**config.mk**
```make
export PLATFORM = sky130hd
export DESIGN_NAME = luma_histogram_processor
export DESIGN_NICKNAME = d
export VERILOG_FILES = /design/src/hdl/luma_histo_pkg.sv /design/src/hdl/luma_histogram_processor.sv
export SDC_FILE = /design/constraint.sdc
export NUM_CORES = 2
export LEC_CHECK = 0
export ABC_AREA = 0
export BUFFER_PORTS_ARGS = -buffer_cell sky130_fd_sc_hd__buf_2
export CORE_UTILIZATION = 64
export DETAILED_ROUTE_END_ITERATION = 6
export PLACE_DENSITY = 0.8
export SLEW_MARGIN = 20
export SYNTH_ARGS = -nofsm -noshare
export SYNTH_HDL_FRONTEND = slang
export SYNTH_SLANG_ARGS = --single-unit
```
**constraint.sdc**
```tcl
create_clock -name CLK -period 59 [get_ports CLK]
set_input_delay 5.9 -clock CLK [delete_from_list [all_inputs] [get_ports CLK]]
set_output_delay 5.9 -clock CLK [all_outputs]
set_load 0.02 [all_outputs]
```
**src/hdl/luma_histo_pkg.sv**
```systemverilog
// Constants, register map and carrier types of the luminance histogram unit.
// Assumes one pixel clock domain shared with the controller register port.
package luma_histo_pkg;

    // ------------------------------------------------------------------
    // Register map (read and write spaces are decoded separately)
    // ------------------------------------------------------------------
    localparam logic [9:0] ADR_BIN_RD    = 10'h317;
    localparam logic [9:0] ADR_YMIN      = 10'h318;
    localparam logic [9:0] ADR_YMAX      = 10'h319;
    localparam logic [9:0] ADR_UMIN      = 10'h31A;
    localparam logic [9:0] ADR_UMAX      = 10'h31B;
    localparam logic [9:0] ADR_VMIN      = 10'h31C;
    localparam logic [9:0] ADR_VMAX      = 10'h31D;
    localparam logic [9:0] ADR_PEAK      = 10'h31E;
    localparam logic [9:0] ADR_BLACK_LVL = 10'h31F;
    localparam logic [9:0] ADR_DC_SHIFT  = 10'h32A;
    localparam logic [9:0] ADR_TABLE_WR  = 10'h32B;
    localparam logic [9:0] ADR_THRESH    = 10'h32C;
    localparam logic [9:0] ADR_SPLIT     = 10'h32D;
    localparam logic [9:0] ADR_HCTRL     = 10'h32E;
    localparam logic [9:0] ADR_CCTRL     = 10'h330;
    localparam logic [9:0] ADR_WIN_HB    = 10'h331;
    localparam logic [9:0] ADR_WIN_HE    = 10'h332;
    localparam logic [9:0] ADR_WIN_VB    = 10'h333;
    localparam logic [9:0] ADR_WIN_VE    = 10'h334;

    // ------------------------------------------------------------------
    // Field positions
    // ------------------------------------------------------------------
    localparam int HC_GAIN_LSB  = 0;
    localparam int HC_DENOISE   = 4;
    localparam int HC_F121      = 5;
    localparam int HC_F10201    = 6;
    localparam int CC_ROUND     = 0;
    localparam int CC_RATIO     = 1;
    localparam int CC_POSITIVE  = 3;
    localparam int CC_GAIN_LSB  = 5;

    // ------------------------------------------------------------------
    // Sizes and counts
    // ------------------------------------------------------------------
    localparam int TABLE_N       = 32;
    localparam int BLACK_FILT_SH = 3;
    localparam logic [15:0] CNT_SAT = 16'hFFFF;

    // Pixel carrier and double-buffered configuration set
    typedef struct packed {
        logic [7:0] y;
        logic [7:0] u;
        logic [7:0] v;
    } pix_t;

    typedef struct packed {
        logic [7:0] dc;
        logic [7:0] thr;
        logic [7:0] split;
        logic [6:0] cc;
        logic [7:0] hb;
        logic [7:0] he;
        logic [8:0] vb;
        logic [8:0] ve;
    } cfg_t;

    typedef struct packed {
        logic [7:0] ymin;
        logic [7:0] ymax;
        logic [7:0] umin;
        logic [7:0] umax;
        logic [7:0] vmin;
        logic [7:0] vmax;
    } mm_t;

    // Reset values
    localparam cfg_t CFG_RST   = '{dc: 8'h00, thr: 8'h00, split: 8'h00, cc: 7'h00,
                                   hb: 8'h00, he: 8'hFF, vb: 9'h000, ve: 9'h1FF};
    localparam mm_t  MM_INIT   = '{ymin: 8'hFF, ymax: 8'h00, umin: 8'hFF, umax: 8'h00,
                                   vmin: 8'hFF, vmax: 8'h00};
    localparam logic [6:0] HCTRL_RST = 7'h00;
    localparam logic [7:0] BLACK_RST = 8'h00;

endpackage : luma_histo_pkg

```
**src/hdl/luma_histogram_processor.sv**
```systemverilog
// Luminance histogram analysis and modification unit.
// Assumes FIELD_RST, LINE_START and the pixel stream come from logic on CLK,
// and the controller drives one-cycle read and write strobes on CLK.
//
// What this block does
// RQ1: Signed DC offset added to luminance.
// RQ2: Table of 32 signed bytes, one address.
// RQ3: First table write after field resets pointer.
// RQ4: Count sample only if step exceeds threshold.
// RQ5: Pixels left of split point, steps 4, untouched.
// RQ6: Gain 0..15 in low bits, not buffered.
// RQ7: Bits 4,5,6: denoise, 1:2:1, 1:0:2:0:1 filters.
// RQ8: Chroma bit 0: truncate or round output.
// RQ9: Chroma bit 1: ratio limit 64 or 128.
// RQ10: Chroma bit 3: follow always or positive only.
// RQ11: Bits 6..5: chroma gain 0,1/2,1,2.
// RQ12: Window start/stop registers, all double buffered.
// RQ13: First bin read after field resets pointer.
// RQ14: Report previous field Y/U/V minima, maxima.
// RQ15: Report largest bin count of previous field.
// RQ16: Report filtered luminance minimum as black level.
// RQ17: Read and write spaces decoded separately.
// RQ18: Field results latched at each field boundary.
`timescale 1ns/1ps
module luma_histogram_processor
    import luma_histo_pkg::*;
(
    // Clock and reset
    input  logic       CLK,
    input  logic       RSTN,
    // Controller register port
    input  logic [9:0] ADDR,
    input  logic       WR_STB,
    input  logic [8:0] WR_DATA,
    input  logic       RD_STB,
    output logic [7:0] RD_DATA,
    // Video timing
    input  logic       FIELD_RST,
    input  logic       LINE_START,
    // Pixel stream
    input  logic       PIX_VALID,
    input  pix_t       PIX_IN,
    output logic       PIX_OUT_VALID,
    output pix_t       PIX_OUT
);

    // ------------------------------------------------------------------
    // Helpers
    // ------------------------------------------------------------------
    function automatic logic [7:0] absdiff(input logic [7:0] a, input logic [7:0] b);
        absdiff = (a > b) ? a - b : b - a;
    endfunction : absdiff

    // Gain g keeps the raw count at 15 and halves it per step below
    function automatic logic [7:0] scale_cnt(input logic [15:0] c, input logic [3:0] g);
        logic [15:0] s;
        s = c >> (4'hF - g);
        scale_cnt = (s > 16'h00FF) ? 8'hFF : s[7:0];
    endfunction : scale_cnt

    function automatic logic [7:0] clamp8(input logic signed [21:0] x);
        clamp8 = (x < 0) ? 8'h00 : ((x > 22'sd255) ? 8'hFF : x[7:0]);
    endfunction : clamp8

    // Chroma moves by its distance from neutral times the gained luma change
    function automatic logic [7:0] chroma_follow(input logic [7:0] c, input logic signed [11:0] dg,
                                                 input logic ratio, input logic rnd);
        logic signed [21:0] cu;
        logic signed [21:0] p;
        cu = $signed({14'h0000, c}) - 22'sd128;
        p  = cu * $signed({{10{dg[11]}}, dg});
        if (rnd)
            p = p + (ratio ? 22'sd64 : 22'sd32);
        p = ratio ? (p >>> 7) : (p >>> 6);
        chroma_follow = clamp8($signed({14'h0000, c}) + p);
    endfunction : chroma_follow

    // ------------------------------------------------------------------
    // Reset release
    // ------------------------------------------------------------------
    logic rst_s1_q;
    logic rst_n;

    // Two-stage release of the asynchronous reset
    always_ff @(posedge CLK or negedge RSTN) begin
        if (!RSTN) begin
            rst_s1_q <= 1'b0;
            rst_n    <= 1'b0;
        end else begin
            rst_s1_q <= 1'b1;
            rst_n    <= rst_s1_q;
        end
    end

    // ------------------------------------------------------------------
    // Write decode
    // ------------------------------------------------------------------
    logic w_dc, w_tbl, w_thr, w_split, w_hctrl, w_cc, w_hb, w_he, w_vb, w_ve;
    logic r_bin;

    // Write space only looks at the write strobe, read space at the read strobe
    assign w_dc    = WR_STB && (ADDR == ADR_DC_SHIFT); // [RQ17]
    assign w_tbl   = WR_STB && (ADDR == ADR_TABLE_WR);
    assign w_thr   = WR_STB && (ADDR == ADR_THRESH);
    assign w_split = WR_STB && (ADDR == ADR_SPLIT);
    assign w_hctrl = WR_STB && (ADDR == ADR_HCTRL);
    assign w_cc    = WR_STB && (ADDR == ADR_CCTRL);
    assign w_hb    = WR_STB && (ADDR == ADR_WIN_HB);
    assign w_he    = WR_STB && (ADDR == ADR_WIN_HE);
    assign w_vb    = WR_STB && (ADDR == ADR_WIN_VB);
    assign w_ve    = WR_STB && (ADDR == ADR_WIN_VE);
    assign r_bin   = RD_STB && (ADDR == ADR_BIN_RD); // [RQ17]

    // ------------------------------------------------------------------
    // Configuration registers
    // ------------------------------------------------------------------
    cfg_t       cfg_s_q;
    cfg_t       cfg_q;
    logic [6:0] hctrl_q;

    // Shadow set takes writes; active set loads at the field boundary
    always_ff @(posedge CLK or negedge rst_n) begin
        if (!rst_n) begin
            cfg_s_q <= CFG_RST;
            cfg_q   <= CFG_RST;
            hctrl_q <= HCTRL_RST;
        end else begin
            if (w_dc)    cfg_s_q.dc    <= WR_DATA[7:0];
            if (w_thr)   cfg_s_q.thr   <= WR_DATA[7:0];
            if (w_split) cfg_s_q.split <= WR_DATA[7:0];
            if (w_cc)    cfg_s_q.cc    <= WR_DATA[6:0];
            if (w_hb)    cfg_s_q.hb    <= WR_DATA[7:0]; // [RQ12]
            if (w_he)    cfg_s_q.he    <= WR_DATA[7:0];
            if (w_vb)    cfg_s_q.vb    <= WR_DATA;
            if (w_ve)    cfg_s_q.ve    <= WR_DATA;
            if (FIELD_RST) cfg_q <= cfg_s_q;              // [RQ12]
            if (w_hctrl) hctrl_q <= WR_DATA[6:0];         // [RQ6]
        end
    end

    logic [3:0]  bin_gain_sel;
    logic        denoise_enable, f121_on, f10201_on;
    logic        cc_round, cc_ratio, chroma_follow_positive;
    logic [1:0]  chroma_gain_sel;

    // Control fields
    assign bin_gain_sel           = hctrl_q[HC_GAIN_LSB +: 4]; // [RQ6]
    assign denoise_enable         = hctrl_q[HC_DENOISE];       // [RQ7]
    assign f121_on                = hctrl_q[HC_F121];
    assign f10201_on              = hctrl_q[HC_F10201];
    assign cc_round               = cfg_q.cc[CC_ROUND];        // [RQ8]
    assign cc_ratio               = cfg_q.cc[CC_RATIO];        // [RQ9]
    assign chroma_follow_positive = cfg_q.cc[CC_POSITIVE];     // [RQ10]
    assign chroma_gain_sel        = cfg_q.cc[CC_GAIN_LSB +: 2];

    // ------------------------------------------------------------------
    // Table and bin pointers
    // ------------------------------------------------------------------
    logic [4:0] tbl_ptr_q, rd_ptr_q, tbl_idx, rd_idx;
    logic       tbl_first_q, rd_first_q;

    assign tbl_idx = tbl_first_q ? 5'h00 : tbl_ptr_q; // [RQ3]
    assign rd_idx  = rd_first_q ? 5'h00 : rd_ptr_q;   // [RQ13]

    // Field reset re-arms both pointers; it wins over a same-cycle access
    always_ff @(posedge CLK or negedge rst_n) begin
        if (!rst_n) begin
            tbl_ptr_q   <= 5'h00;
            rd_ptr_q    <= 5'h00;
            tbl_first_q <= 1'b1;
            rd_first_q  <= 1'b1;
        end else begin
            if (w_tbl) tbl_ptr_q <= tbl_idx + 5'h01;           // [RQ3]
            if (r_bin) rd_ptr_q  <= rd_idx + 5'h01;            // [RQ13]
            tbl_first_q <= FIELD_RST || (tbl_first_q && !w_tbl);
            rd_first_q  <= FIELD_RST || (rd_first_q && !r_bin);
        end
    end

    // ------------------------------------------------------------------
    // Pixel position and taps
    // ------------------------------------------------------------------
    logic [9:0] h_cnt_q, h_cur;
    logic [8:0] v_cnt_q, v_cur;
    pix_t       tap_q [4];
    logic [9:0] hpos_q [2];

    assign h_cur = LINE_START ? 10'h000 : h_cnt_q;
    assign v_cur = LINE_START ? v_cnt_q + 9'h001 : v_cnt_q;

    // Line counter per line start; sample counter and a four-sample delay line per valid sample
    always_ff @(posedge CLK or negedge rst_n) begin
        if (!rst_n) begin
            h_cnt_q <= 10'h000;
            v_cnt_q <= 9'h000;
            tap_q   <= '{default: '0};
            hpos_q  <= '{default: '0};
        end else begin
            if (FIELD_RST) v_cnt_q <= 9'h000;
            else           v_cnt_q <= v_cur;
            if (PIX_VALID) begin
                h_cnt_q   <= h_cur + 10'h001;
                tap_q     <= '{PIX_IN, tap_q[0], tap_q[1], tap_q[2]};
                hpos_q    <= '{h_cur, hpos_q[0]};
            end else if (LINE_START) begin
                h_cnt_q   <= 10'h000;
            end
        end
    end

    // ------------------------------------------------------------------
    // Histogram and field measurements
    // ------------------------------------------------------------------
    logic        in_win, hit;
    logic [4:0]  bin;
    logic [15:0] cnt_q [TABLE_N];
    logic [15:0] bank_q [TABLE_N];
    logic [7:0]  lut_q [TABLE_N];
    logic [15:0] cnt_bin, cnt_inc, peak_run_q, peak_rep_q;
    mm_t         mm_run_q, mm_rep_q;
    logic [7:0]  black_q;

    assign in_win  = (h_cur[9:2] >= cfg_q.hb) && (h_cur[9:2] <= cfg_q.he)
                  && (v_cur >= cfg_q.vb) && (v_cur <= cfg_q.ve);
    assign hit     = PIX_VALID && in_win && (absdiff(PIX_IN.y, tap_q[0].y) > cfg_q.thr); // [RQ4]
    assign bin     = PIX_IN.y[7:3];
    assign cnt_bin = cnt_q[bin];
    assign cnt_inc = (cnt_bin == CNT_SAT) ? CNT_SAT : cnt_bin + 16'h0001;

    // Per-bin counters, field banks and the transfer table
    for (genvar gi = 0; gi < TABLE_N; gi++) begin : g_bin
        always_ff @(posedge CLK or negedge rst_n) begin
            if (!rst_n) begin
                cnt_q[gi]  <= 16'h0000;
                bank_q[gi] <= 16'h0000;
                lut_q[gi]  <= 8'h00;
            end else begin
                if (FIELD_RST) begin
                    bank_q[gi] <= cnt_q[gi];                   // [RQ18]
                    cnt_q[gi]  <= 16'h0000;
                end else if (hit && (bin == 5'(gi))) begin
                    cnt_q[gi]  <= cnt_inc;                     // [RQ4]
                end
                if (w_tbl && (tbl_idx == 5'(gi)))
                    lut_q[gi] <= WR_DATA[7:0];                 // [RQ2]
            end
        end
    end

    logic signed [8:0] black_diff;
    assign black_diff = $signed({1'b0, mm_run_q.ymin}) - $signed({1'b0, black_q});

    // Running extremes, peak and black level, banked at the field boundary
    always_ff @(posedge CLK or negedge rst_n) begin
        if (!rst_n) begin
            mm_run_q   <= MM_INIT;
            mm_rep_q   <= MM_INIT;
            peak_run_q <= 16'h0000;
            peak_rep_q <= 16'h0000;
            black_q    <= BLACK_RST;
        end else if (FIELD_RST) begin
            mm_rep_q   <= mm_run_q;                            // [RQ14] [RQ18]
            mm_run_q   <= MM_INIT;
            peak_rep_q <= peak_run_q;                          // [RQ15]
            peak_run_q <= 16'h0000;
            black_q    <= black_q + 8'(black_diff >>> BLACK_FILT_SH); // [RQ16]
        end else begin
            if (PIX_VALID && in_win) begin
                if (PIX_IN.y < mm_run_q.ymin) mm_run_q.ymin <= PIX_IN.y;
                if (PIX_IN.y > mm_run_q.ymax) mm_run_q.ymax <= PIX_IN.y;
                if (PIX_IN.u < mm_run_q.umin) mm_run_q.umin <= PIX_IN.u;
                if (PIX_IN.u > mm_run_q.umax) mm_run_q.umax <= PIX_IN.u;
                if (PIX_IN.v < mm_run_q.vmin) mm_run_q.vmin <= PIX_IN.v;
                if (PIX_IN.v > mm_run_q.vmax) mm_run_q.vmax <= PIX_IN.v;
            end
            if (hit && (cnt_inc > peak_run_q)) peak_run_q <= cnt_inc; // [RQ15]
        end
    end

    // ------------------------------------------------------------------
    // Read port
    // ------------------------------------------------------------------
    logic [7:0] rd_val;

    // Read space; unmapped read addresses return zero
    always_comb begin
        unique case (ADDR)
            ADR_BIN_RD:    rd_val = scale_cnt(bank_q[rd_idx], bin_gain_sel); // [RQ13]
            ADR_YMIN:      rd_val = mm_rep_q.ymin;                           // [RQ14]
            ADR_YMAX:      rd_val = mm_rep_q.ymax;
            ADR_UMIN:      rd_val = mm_rep_q.umin;
            ADR_UMAX:      rd_val = mm_rep_q.umax;
            ADR_VMIN:      rd_val = mm_rep_q.vmin;
            ADR_VMAX:      rd_val = mm_rep_q.vmax;
            ADR_PEAK:      rd_val = scale_cnt(peak_rep_q, bin_gain_sel);    // [RQ15]
            ADR_BLACK_LVL: rd_val = black_q;                                // [RQ16]
            default:       rd_val = 8'h00;
        endcase
    end

    always_ff @(posedge CLK or negedge rst_n) begin
        if (!rst_n)      RD_DATA <= 8'h00;
        else if (RD_STB) RD_DATA <= rd_val;
    end

    // ------------------------------------------------------------------
    // Luminance modification and chroma follow (centre sample = tap 1)
    // ------------------------------------------------------------------
    logic [9:0]         rnd2;
    logic [9:0]         sum121, sum10201;
    logic [8:0]         avg2;
    logic [7:0]         yc, yf, ymod;
    logic signed [21:0] ysum;
    logic signed [9:0]  dy;
    logic signed [11:0] dg;
    logic               follow;
    logic [7:0]         uout, vout;

    assign yc       = tap_q[1].y;
    assign rnd2     = cc_round ? 10'h002 : 10'h000;
    assign sum121   = {2'b00, tap_q[0].y} + {1'b0, yc, 1'b0} + {2'b00, tap_q[2].y} + rnd2;
    assign sum10201 = {2'b00, PIX_IN.y} + {1'b0, yc, 1'b0} + {2'b00, tap_q[3].y} + rnd2;
    assign avg2     = ({1'b0, tap_q[2].y} + {1'b0, yc} + {8'h00, cc_round}) >> 1;

    // Denoise, then the wide filter, then the narrow one
    assign yf = (denoise_enable && (absdiff(yc, tap_q[2].y) <= cfg_q.thr)) ? avg2[7:0] // [RQ7]
              : f10201_on ? sum10201[9:2]
              : f121_on   ? sum121[9:2]
              : yc;

    assign ysum = $signed({14'h0000, yf}) + 22'($signed(cfg_q.dc))          // [RQ1]
                + 22'($signed(lut_q[yf[7:3]]));                             // [RQ2]
    assign ymod = clamp8(ysum);
    assign dy   = $signed({2'b00, ymod}) - $signed({2'b00, yf});
    assign follow = !chroma_follow_positive || (dy > 0);                    // [RQ10]

    // Gain 0, 1/2, 1, 2 on the luma change
    assign dg = !follow                  ? 12'sh000
              : (chroma_gain_sel == 2'h0) ? 12'sh000                       // [RQ11]
              : (chroma_gain_sel == 2'h1) ? 12'(dy >>> 1)
              : (chroma_gain_sel == 2'h2) ? 12'(dy)
              : 12'(dy) <<< 1;

    assign uout = chroma_follow(tap_q[1].u, dg, cc_ratio, cc_round);       // [RQ8] [RQ9]
    assign vout = chroma_follow(tap_q[1].v, dg, cc_ratio, cc_round);

    // Output register; left of the split point the pixel passes untouched
    always_ff @(posedge CLK or negedge rst_n) begin
        if (!rst_n) begin
            PIX_OUT       <= '0;
            PIX_OUT_VALID <= 1'b0;
        end else begin
            PIX_OUT_VALID <= PIX_VALID;
            if (PIX_VALID) begin
                if (hpos_q[1] < {cfg_q.split, 2'b00}) PIX_OUT <= tap_q[1]; // [RQ5]
                else                                   PIX_OUT <= '{ymod, uout, vout};
            end
        end
    end
endmodule : luma_histogram_processor

```
After elaboration in Yosys (flattened, before gate mapping)
Cells that the tools add are included.

Register bits: 1703. Latch bits: 0. RAM bits: 0. Bits in read-only memories: 0. Input port bits: 50. Output and inout port bits: 33. Logic and storage cells: 553. Memories kept: 0.

Add/subtract/negate cells: 29. $mul: 2. Div/mod/pow operators: 0. Magnitude comparators: 28. Equality and inequality tests: 84. Shifts and indexed selects: 2. Multiplexer cells: 115. Bitwise logic cells: 3. Reductions and logical operators: 139.

Operators with widths (number): 16-bit two-way mux (71); 10-bit equality test (second input constant) (19); 8-bit two-way mux (21); 16-bit binary-select mux with 5-bit select (2); 5-bit equality test (second input constant) (32); 48-bit two-way mux (2); 1-bit logical AND (84); 5-bit by 4-bit equality test with 1-bit output (second input constant) (16); 2-bit nonzero test (40); 8-bit one-hot mux with 9 select lines (1); 8-bit > comparator (6); 21-bit by 8-bit adder with 22-bit output (2); 22-bit two-way mux (2); 9-bit by 12-bit multiplier with 21-bit output (2); 8-bit binary-select mux with 5-bit select (1); 5-bit by 3-bit equality test with 1-bit output (second input constant) (8); 9-bit two-way mux (4); 9-bit by 16-bit adder with 17-bit output (2); 17-bit by 9-bit > comparator with 1-bit output (second input constant) (2); 17-bit by 1-bit less-than comparator with 1-bit output (second input constant) (2); 16-bit by 8-bit > comparator with 1-bit output (second input constant) (2); 16-bit by 4-bit >> shifter with 16-bit output (2); 8-bit subtractor (4); 15-bit two-way mux (2); other kinds (43) (73).

Logic depth before layout (Yosys ltp)
Word-level depth: 28. Gate-level depth with buffers: 90. Depth with buffers taken out: 84.

Worst setup path after synthesis
Ideal clock, no wire load.

Path type: in2reg. Start: input PIX_IN[17] in the netlist's numbering. End: register PIX_OUT[11] in the netlist's numbering. Arrival: 22.076 ns. Data required time: 58.876 ns. Slack: 36.800 ns. Stages: 70. Buffers on the path: 5. Path through: fa_1 ha_1 a21o_1 a21oi_1 o21bai_1 a21oi_1 xnor2_1 a21oi_1 mux2i_1 clkinv_1 clkbuf_1 buf_2 clkbuf_1 nor3_1 a32o_1 fa_1 ha_1 fa_1 (+34 left out) fa_1 mux4_2 a31oi_1 ha_1 inv_1 fa_1 nor2b_1 o21ai_0 nand2b_1 a21oi_1 o21bai_1 a31oi_1 a211oi_1 nand4_2 or3_4 mux2_4 or3b_4 o31a_1.

Cells in the longest elaborated chain, start to end: 27.

Ends and longest elaborated chain: start: declaration (line luma_histogram_processor.sv:42) `input pix_t PIX_IN,`; 8-bit by 9-bit adder with 10-bit output (*) (line luma_histogram_processor.sv:322) `assign sum10201 = {2'b00, PIX_IN.y} + {1'b0, yc, 1'b0} + {2'b00, tap_q[3].y} + rnd2;`; 10-bit by 8-bit adder with 10-bit output (*) (line luma_histogram_processor.sv:322); 10-bit by 2-bit adder with 10-bit output (*) (line luma_histogram_processor.sv:322); 8-bit two-way mux (*) (line luma_histogram_processor.sv:327) `: f10201_on ? sum10201[9:2]`; 8-bit two-way mux (*) (line luma_histogram_processor.sv:326) `assign yf = (denoise_enable && (absdiff(yc, tap_q[2].y) <= cfg_q.thr)) ? avg2[7:0]`; 5-bit NOT with 6-bit output (not written as such) (line luma_histogram_processor.sv:332) `+ 22'($signed(lut_q[yf[7:3]]));`; 8-bit binary-select mux with 5-bit select (line luma_histogram_processor.sv:332); 8-bit two-way mux (not written as such) (2 in series) (line luma_histogram_processor.sv:332); (+10 left out); 21-bit by 8-bit adder with 22-bit output (line luma_histogram_processor.sv:73) `p = p + (ratio ? 22'sd64 : 22'sd32);`; 22-bit two-way mux (*) (line luma_histogram_processor.sv:72) `if (rnd)`; 15-bit two-way mux (line luma_histogram_processor.sv:74) `p = ratio ? (p >>> 7) : (p >>> 6);`; 9-bit by 16-bit adder with 17-bit output (*) (line luma_histogram_processor.sv:75) `chroma_follow = clamp8($signed({14'h0000, c}) + p);`; 17-bit by 9-bit > comparator with 1-bit output (line luma_histogram_processor.sv:62) `clamp8 = (x < 0) ? 8'h00 : ((x > 22'sd255) ? 8'hFF : x[7:0]);`; 8-bit two-way mux (line luma_histogram_processor.sv:62); 8-bit two-way mux (*) (line luma_histogram_processor.sv:62); 24-bit two-way mux (*) (line luma_histogram_processor.sv:355) `if (hpos_q[1] < {cfg_q.split, 2'b00}) PIX_OUT <= tap_q[1];`; end signal: assignment (line luma_histogram_processor.sv:355); end signal: assignment (line luma_histogram_processor.sv:356) `else PIX_OUT <= '{ymod, uout, vout};`; end: declaration (line luma_histogram_processor.sv:44) `output pix_t PIX_OUT`.

Every way passes the cells marked *. The select of a mux whose other input is x is not followed. A chain may end at the register's enable or synchronous reset.

Worst setup path in the final report
Start: input PIX_IN[17] in the netlist's numbering. End: register PIX_OUT[1] in the netlist's numbering.

Same word-level chain as after synthesis.

==> results by group <==
Status
  • Status: finished with violations
  • Failing checks: design-rule violations

Drt
  • Total Wirelength: 262000 um
  • Via count: 67.5k
  • TritonRoute pass-1 iters: 7
  • First-iteration detailed-routing DRC count: 6539
  • DRC errors left: 7
  • Met2 WL: 121000 um
  • DR vias/cell: 6.59
  • DRT antenna net count: 0
  • Routed wl met3: 23400 um
  • Uppermost routed layer: met5
  • Wirelength per Cell: 25.6 um
  • Wl on met1: 100000 um

Layout
  • Area delta synth->final: 8.46%
  • Fillcell total: 9976
  • Post-layout util: 0.703
  • Fin nets: 8730
  • Commonest non-fill, non-tap cell in the layout: dfrtp_1
  • Layout cells sized above 1: 0.244
  • Most frequent cells in the layout: 1606 x dfrtp_1, 1006 x mux2_2, 970 x nand2_1

Logic synthesis
  • Mapped cell area: 94900 um^2
  • Main synth FF type: dfrtp_1
  • Post-Syn Nets: 8898
  • Syn. warnings: 0
  • Seq/Total Area, Yosys: 0.448
  • Syn Area/Cell: 11.4 um^2
  • Post-synth ARST share: 1.00
  • #FFs+latches synth: 1695
  • EDFF count, synth: 0
  • Cell count after synthesis: 8334
  • Netlist cell types: 115

Critical path
  • Slowest-stage cell, CP: nor3_1
  • WP buf/inv: 7
  • CP max FO: 83
  • Worst path top cell family by delay: compound AO/OA/AOI/OAI gates
  • Worst path max stage delay: 0.80 ns
  • Startpoint Class: input port
  • Worst path required time: 59.60 ns
  • CP Depth: 67
  • WP data arrival: 25.07 ns
  • Worst R2R Path Depth: 77
  • Crit Path Class: input port to register
  • Setup crit end kind: register

Die
  • Width of the die: 387 um
  • CORE AREA: 146000 um^2
  • Initial Util: 0.648
  • I/O pins: 83
  • Die area: 150000 um^2
  • Rows: 140
  • Die height: 387 um

Global route
  • Total grt overflow: 0
  • Total GRT Usage: 0.352
  • Initial antenna violation count: 11
  • Vias in the first global route: 69.3k
  • Pin count of the biggest net entering global routing: 194
  • First-pass GRT wire length: 408000 um

Timing
  • Clock Skews: 0.0565 ns
  • Relative slew slack: 0.202
  • Final max-slew violation count: 0
  • Max Fclk: 40.9 MHz
  • Slew @ Worst Pin: 1.19 ns
  • Final setup vio count: 0
  • Final setup TNS: 0 ns
  • Hold Vio Cnt, Final: 0
  • Period utilization: 0.415
  • Fin crit period: 24.47 ns
  • RSZ-0062 raised after global routing: no

Clock network
  • CTS root buffer: clkbuf_16
  • Clock slew at reported path FFs: 0.06 ns
  • Postcts setup bufs: 0
  • CTS Buffer Depth: 3
  • H-tree depth: 4
  • CTS resizes: 0
  • CTS tree: yes
  • Skew-Pair Late Insertion Delay: 0.83 ns
  • # hold bufs at CTS: 0
  • Num CTS Buffers: 174
  • # clock sinks: 1695

Pwr
  • Pwr dens: 28.8 nW/um^2
  • Lkg Pwr: 47.0 nW
  • Sw frac: 0.302
  • Final Power: 2.97 mW
  • P_sw: 896 uW
  • Clock power frac: 0.381
  • VDD IR-drop max: 0.0000271 V
  • Sequential power share: 0.420
  • Internal power: 2.07 mW
  • Combinational power share: 0.200

Worst hold path
  • Hold Crit Class: register to register
  • WHS Path Cells: 0

Placed design
  • GPL Wtd Cong: 0.960
  • Dpl hpwl: 169000 um
  • # port buffers: 82

Job
  • Max Cap Viol: 0
==> power by group through the flow <==
stage | Combinational, mW | Sequential, mW | Clock (mW)
CTS | 0.586 | 1.24 | 1.14
global placement | 0.561 | 1.26 | 0
finish | 0.592 | 1.25 | 1.13
floorplan | 0.416 | 1.27 | 0
global route | 0.653 | 1.25 | 1.18
detailed placement | 0.580 | 1.26 | 0
==> sequential cells by signal, indices dropped and copies added, names as in the netlist, 5 cells and up <==
register	cells
tbl_ptr_q	5
v_cnt_q	9
mm_rep_q	48
cfg_q	61
h_cnt_q	10
PIX_OUT	24
cnt_q	512
hpos_q	16
lut_q	256
hctrl_q	7
bank_q	512
tap_q	56
mm_run_q	48
peak_rep_q	16
cfg_s_q	63
RD_DATA	8
black_q	8
yc	8
peak_run_q	16
rd_ptr_q	5
==> stage by stage <==
step	hold slack, ns	area [um^2]	std cells	setup WS [ns]
3_3_place_gp	0.340	96900	9905	34.31
2_1_floorplan	0.331	94900	8334	8.40
5_1_grt	0.389	103000	10200	33.15
3_5_place_dp	0.349	97000	9906	34.05
4_1_cts	0.363	103000	10200	34.81
6_report	0.355	103000	10200	34.53
==> final timing paths <==
path	start	to	slack (ns)
hold reg to reg	rst_s1_q	rst_n	0.36
max in group asynchronous	rst_n	PIX_OUT[8]	53.94
setup / recovery	PIX_IN[17]	PIX_OUT[1]	34.53
setup reg to reg	yc[0]	PIX_OUT[1]	37.23
hold / removal	rst_s1_q	rst_n	0.36
min in group asynchronous	rst_n	bank_q[46]	0.40
==> per-layer routing <==
| metal | vias to the layer above | GRT usage |
|---|---|---|
| li1 | 29000 | - |
| met5 | - | 0 |
| met4 | 10 | 0.204 |
| met1 | 34400 | 0.460 |
| met3 | 893 | 0.0757 |
| met2 | 3184 | 0.549 |
==> worst register-to-register path, delay by kind of cell (launching register included) <==
family / cells / cell delay [ns]
xor gates and xnor gates: 2 / 0.49
DFF: 1 / 0.45
adders and majority gates: 14 / 5.64
and+or+nand+nor: 21 / 6.48
AOI/OAI and AO/OA: 30 / 6.05
buffers and inverters: 8 / 1.81
muxes: 2 / 0.60
==> cells by family after synthesis <==
logic type | count (synthesis) | synth area share
buffers and inverters | 946 | 0.0388
DFF | 1695 | 0.448
muxes | 1783 | 0.240
other | 1 | 0.0000395
adders and majority gates | 514 | 0.0837
xor gates and xnor gates | 128 | 0.0122
AOI/OAI and AO/OA | 1103 | 0.0758
and+or+nand+nor | 2164 | 0.102
==> layout make-up <==
| class | instances | area (um^2) | share of cell area |
|---|---|---|---|
| diodes | 6 | 15.0 | 0.000146 |
| inverters | 378 | 1420 | 0.0138 |
| flip-flops and latches | 1695 | 42500 | 0.413 |
| well taps | 1917 | 2400 | 0.0233 |
| repair buffers | 224 | 1620 | 0.0158 |
| clock inverters | 69 | 790 | 0.00767 |
| multi-input cells | 5693 | 49100 | 0.477 |
| clock buffers | 254 | 5100 | 0.0495 |
==> synth_stat cells (47+ instances only) <==
master    count  area share
a211oi_1     49      0.0039
a21o_1       70      0.0055
a21oi_1     382       0.020
a31oi_1      47      0.0031
and2_1       80      0.0053
and3_1       68      0.0045
buf_2        75      0.0040
clkbuf_1    443       0.018
dfrtp_1    1611        0.42
dfstp_2      84       0.023
fa_1        201       0.042
ha_1        313       0.041
inv_1       368       0.015
mux2_2     1006        0.12
mux2i_1     485       0.051
mux4_2      291       0.069
nand2_1     974       0.039
nand3_1     134      0.0071
nor2_1      571       0.023
nor2b_1      61      0.0040
nor3_1       61      0.0032
o21ai_0     191       0.010
xnor2_1      85      0.0078
No activity file was read; power rests on OpenSTA's default activity.
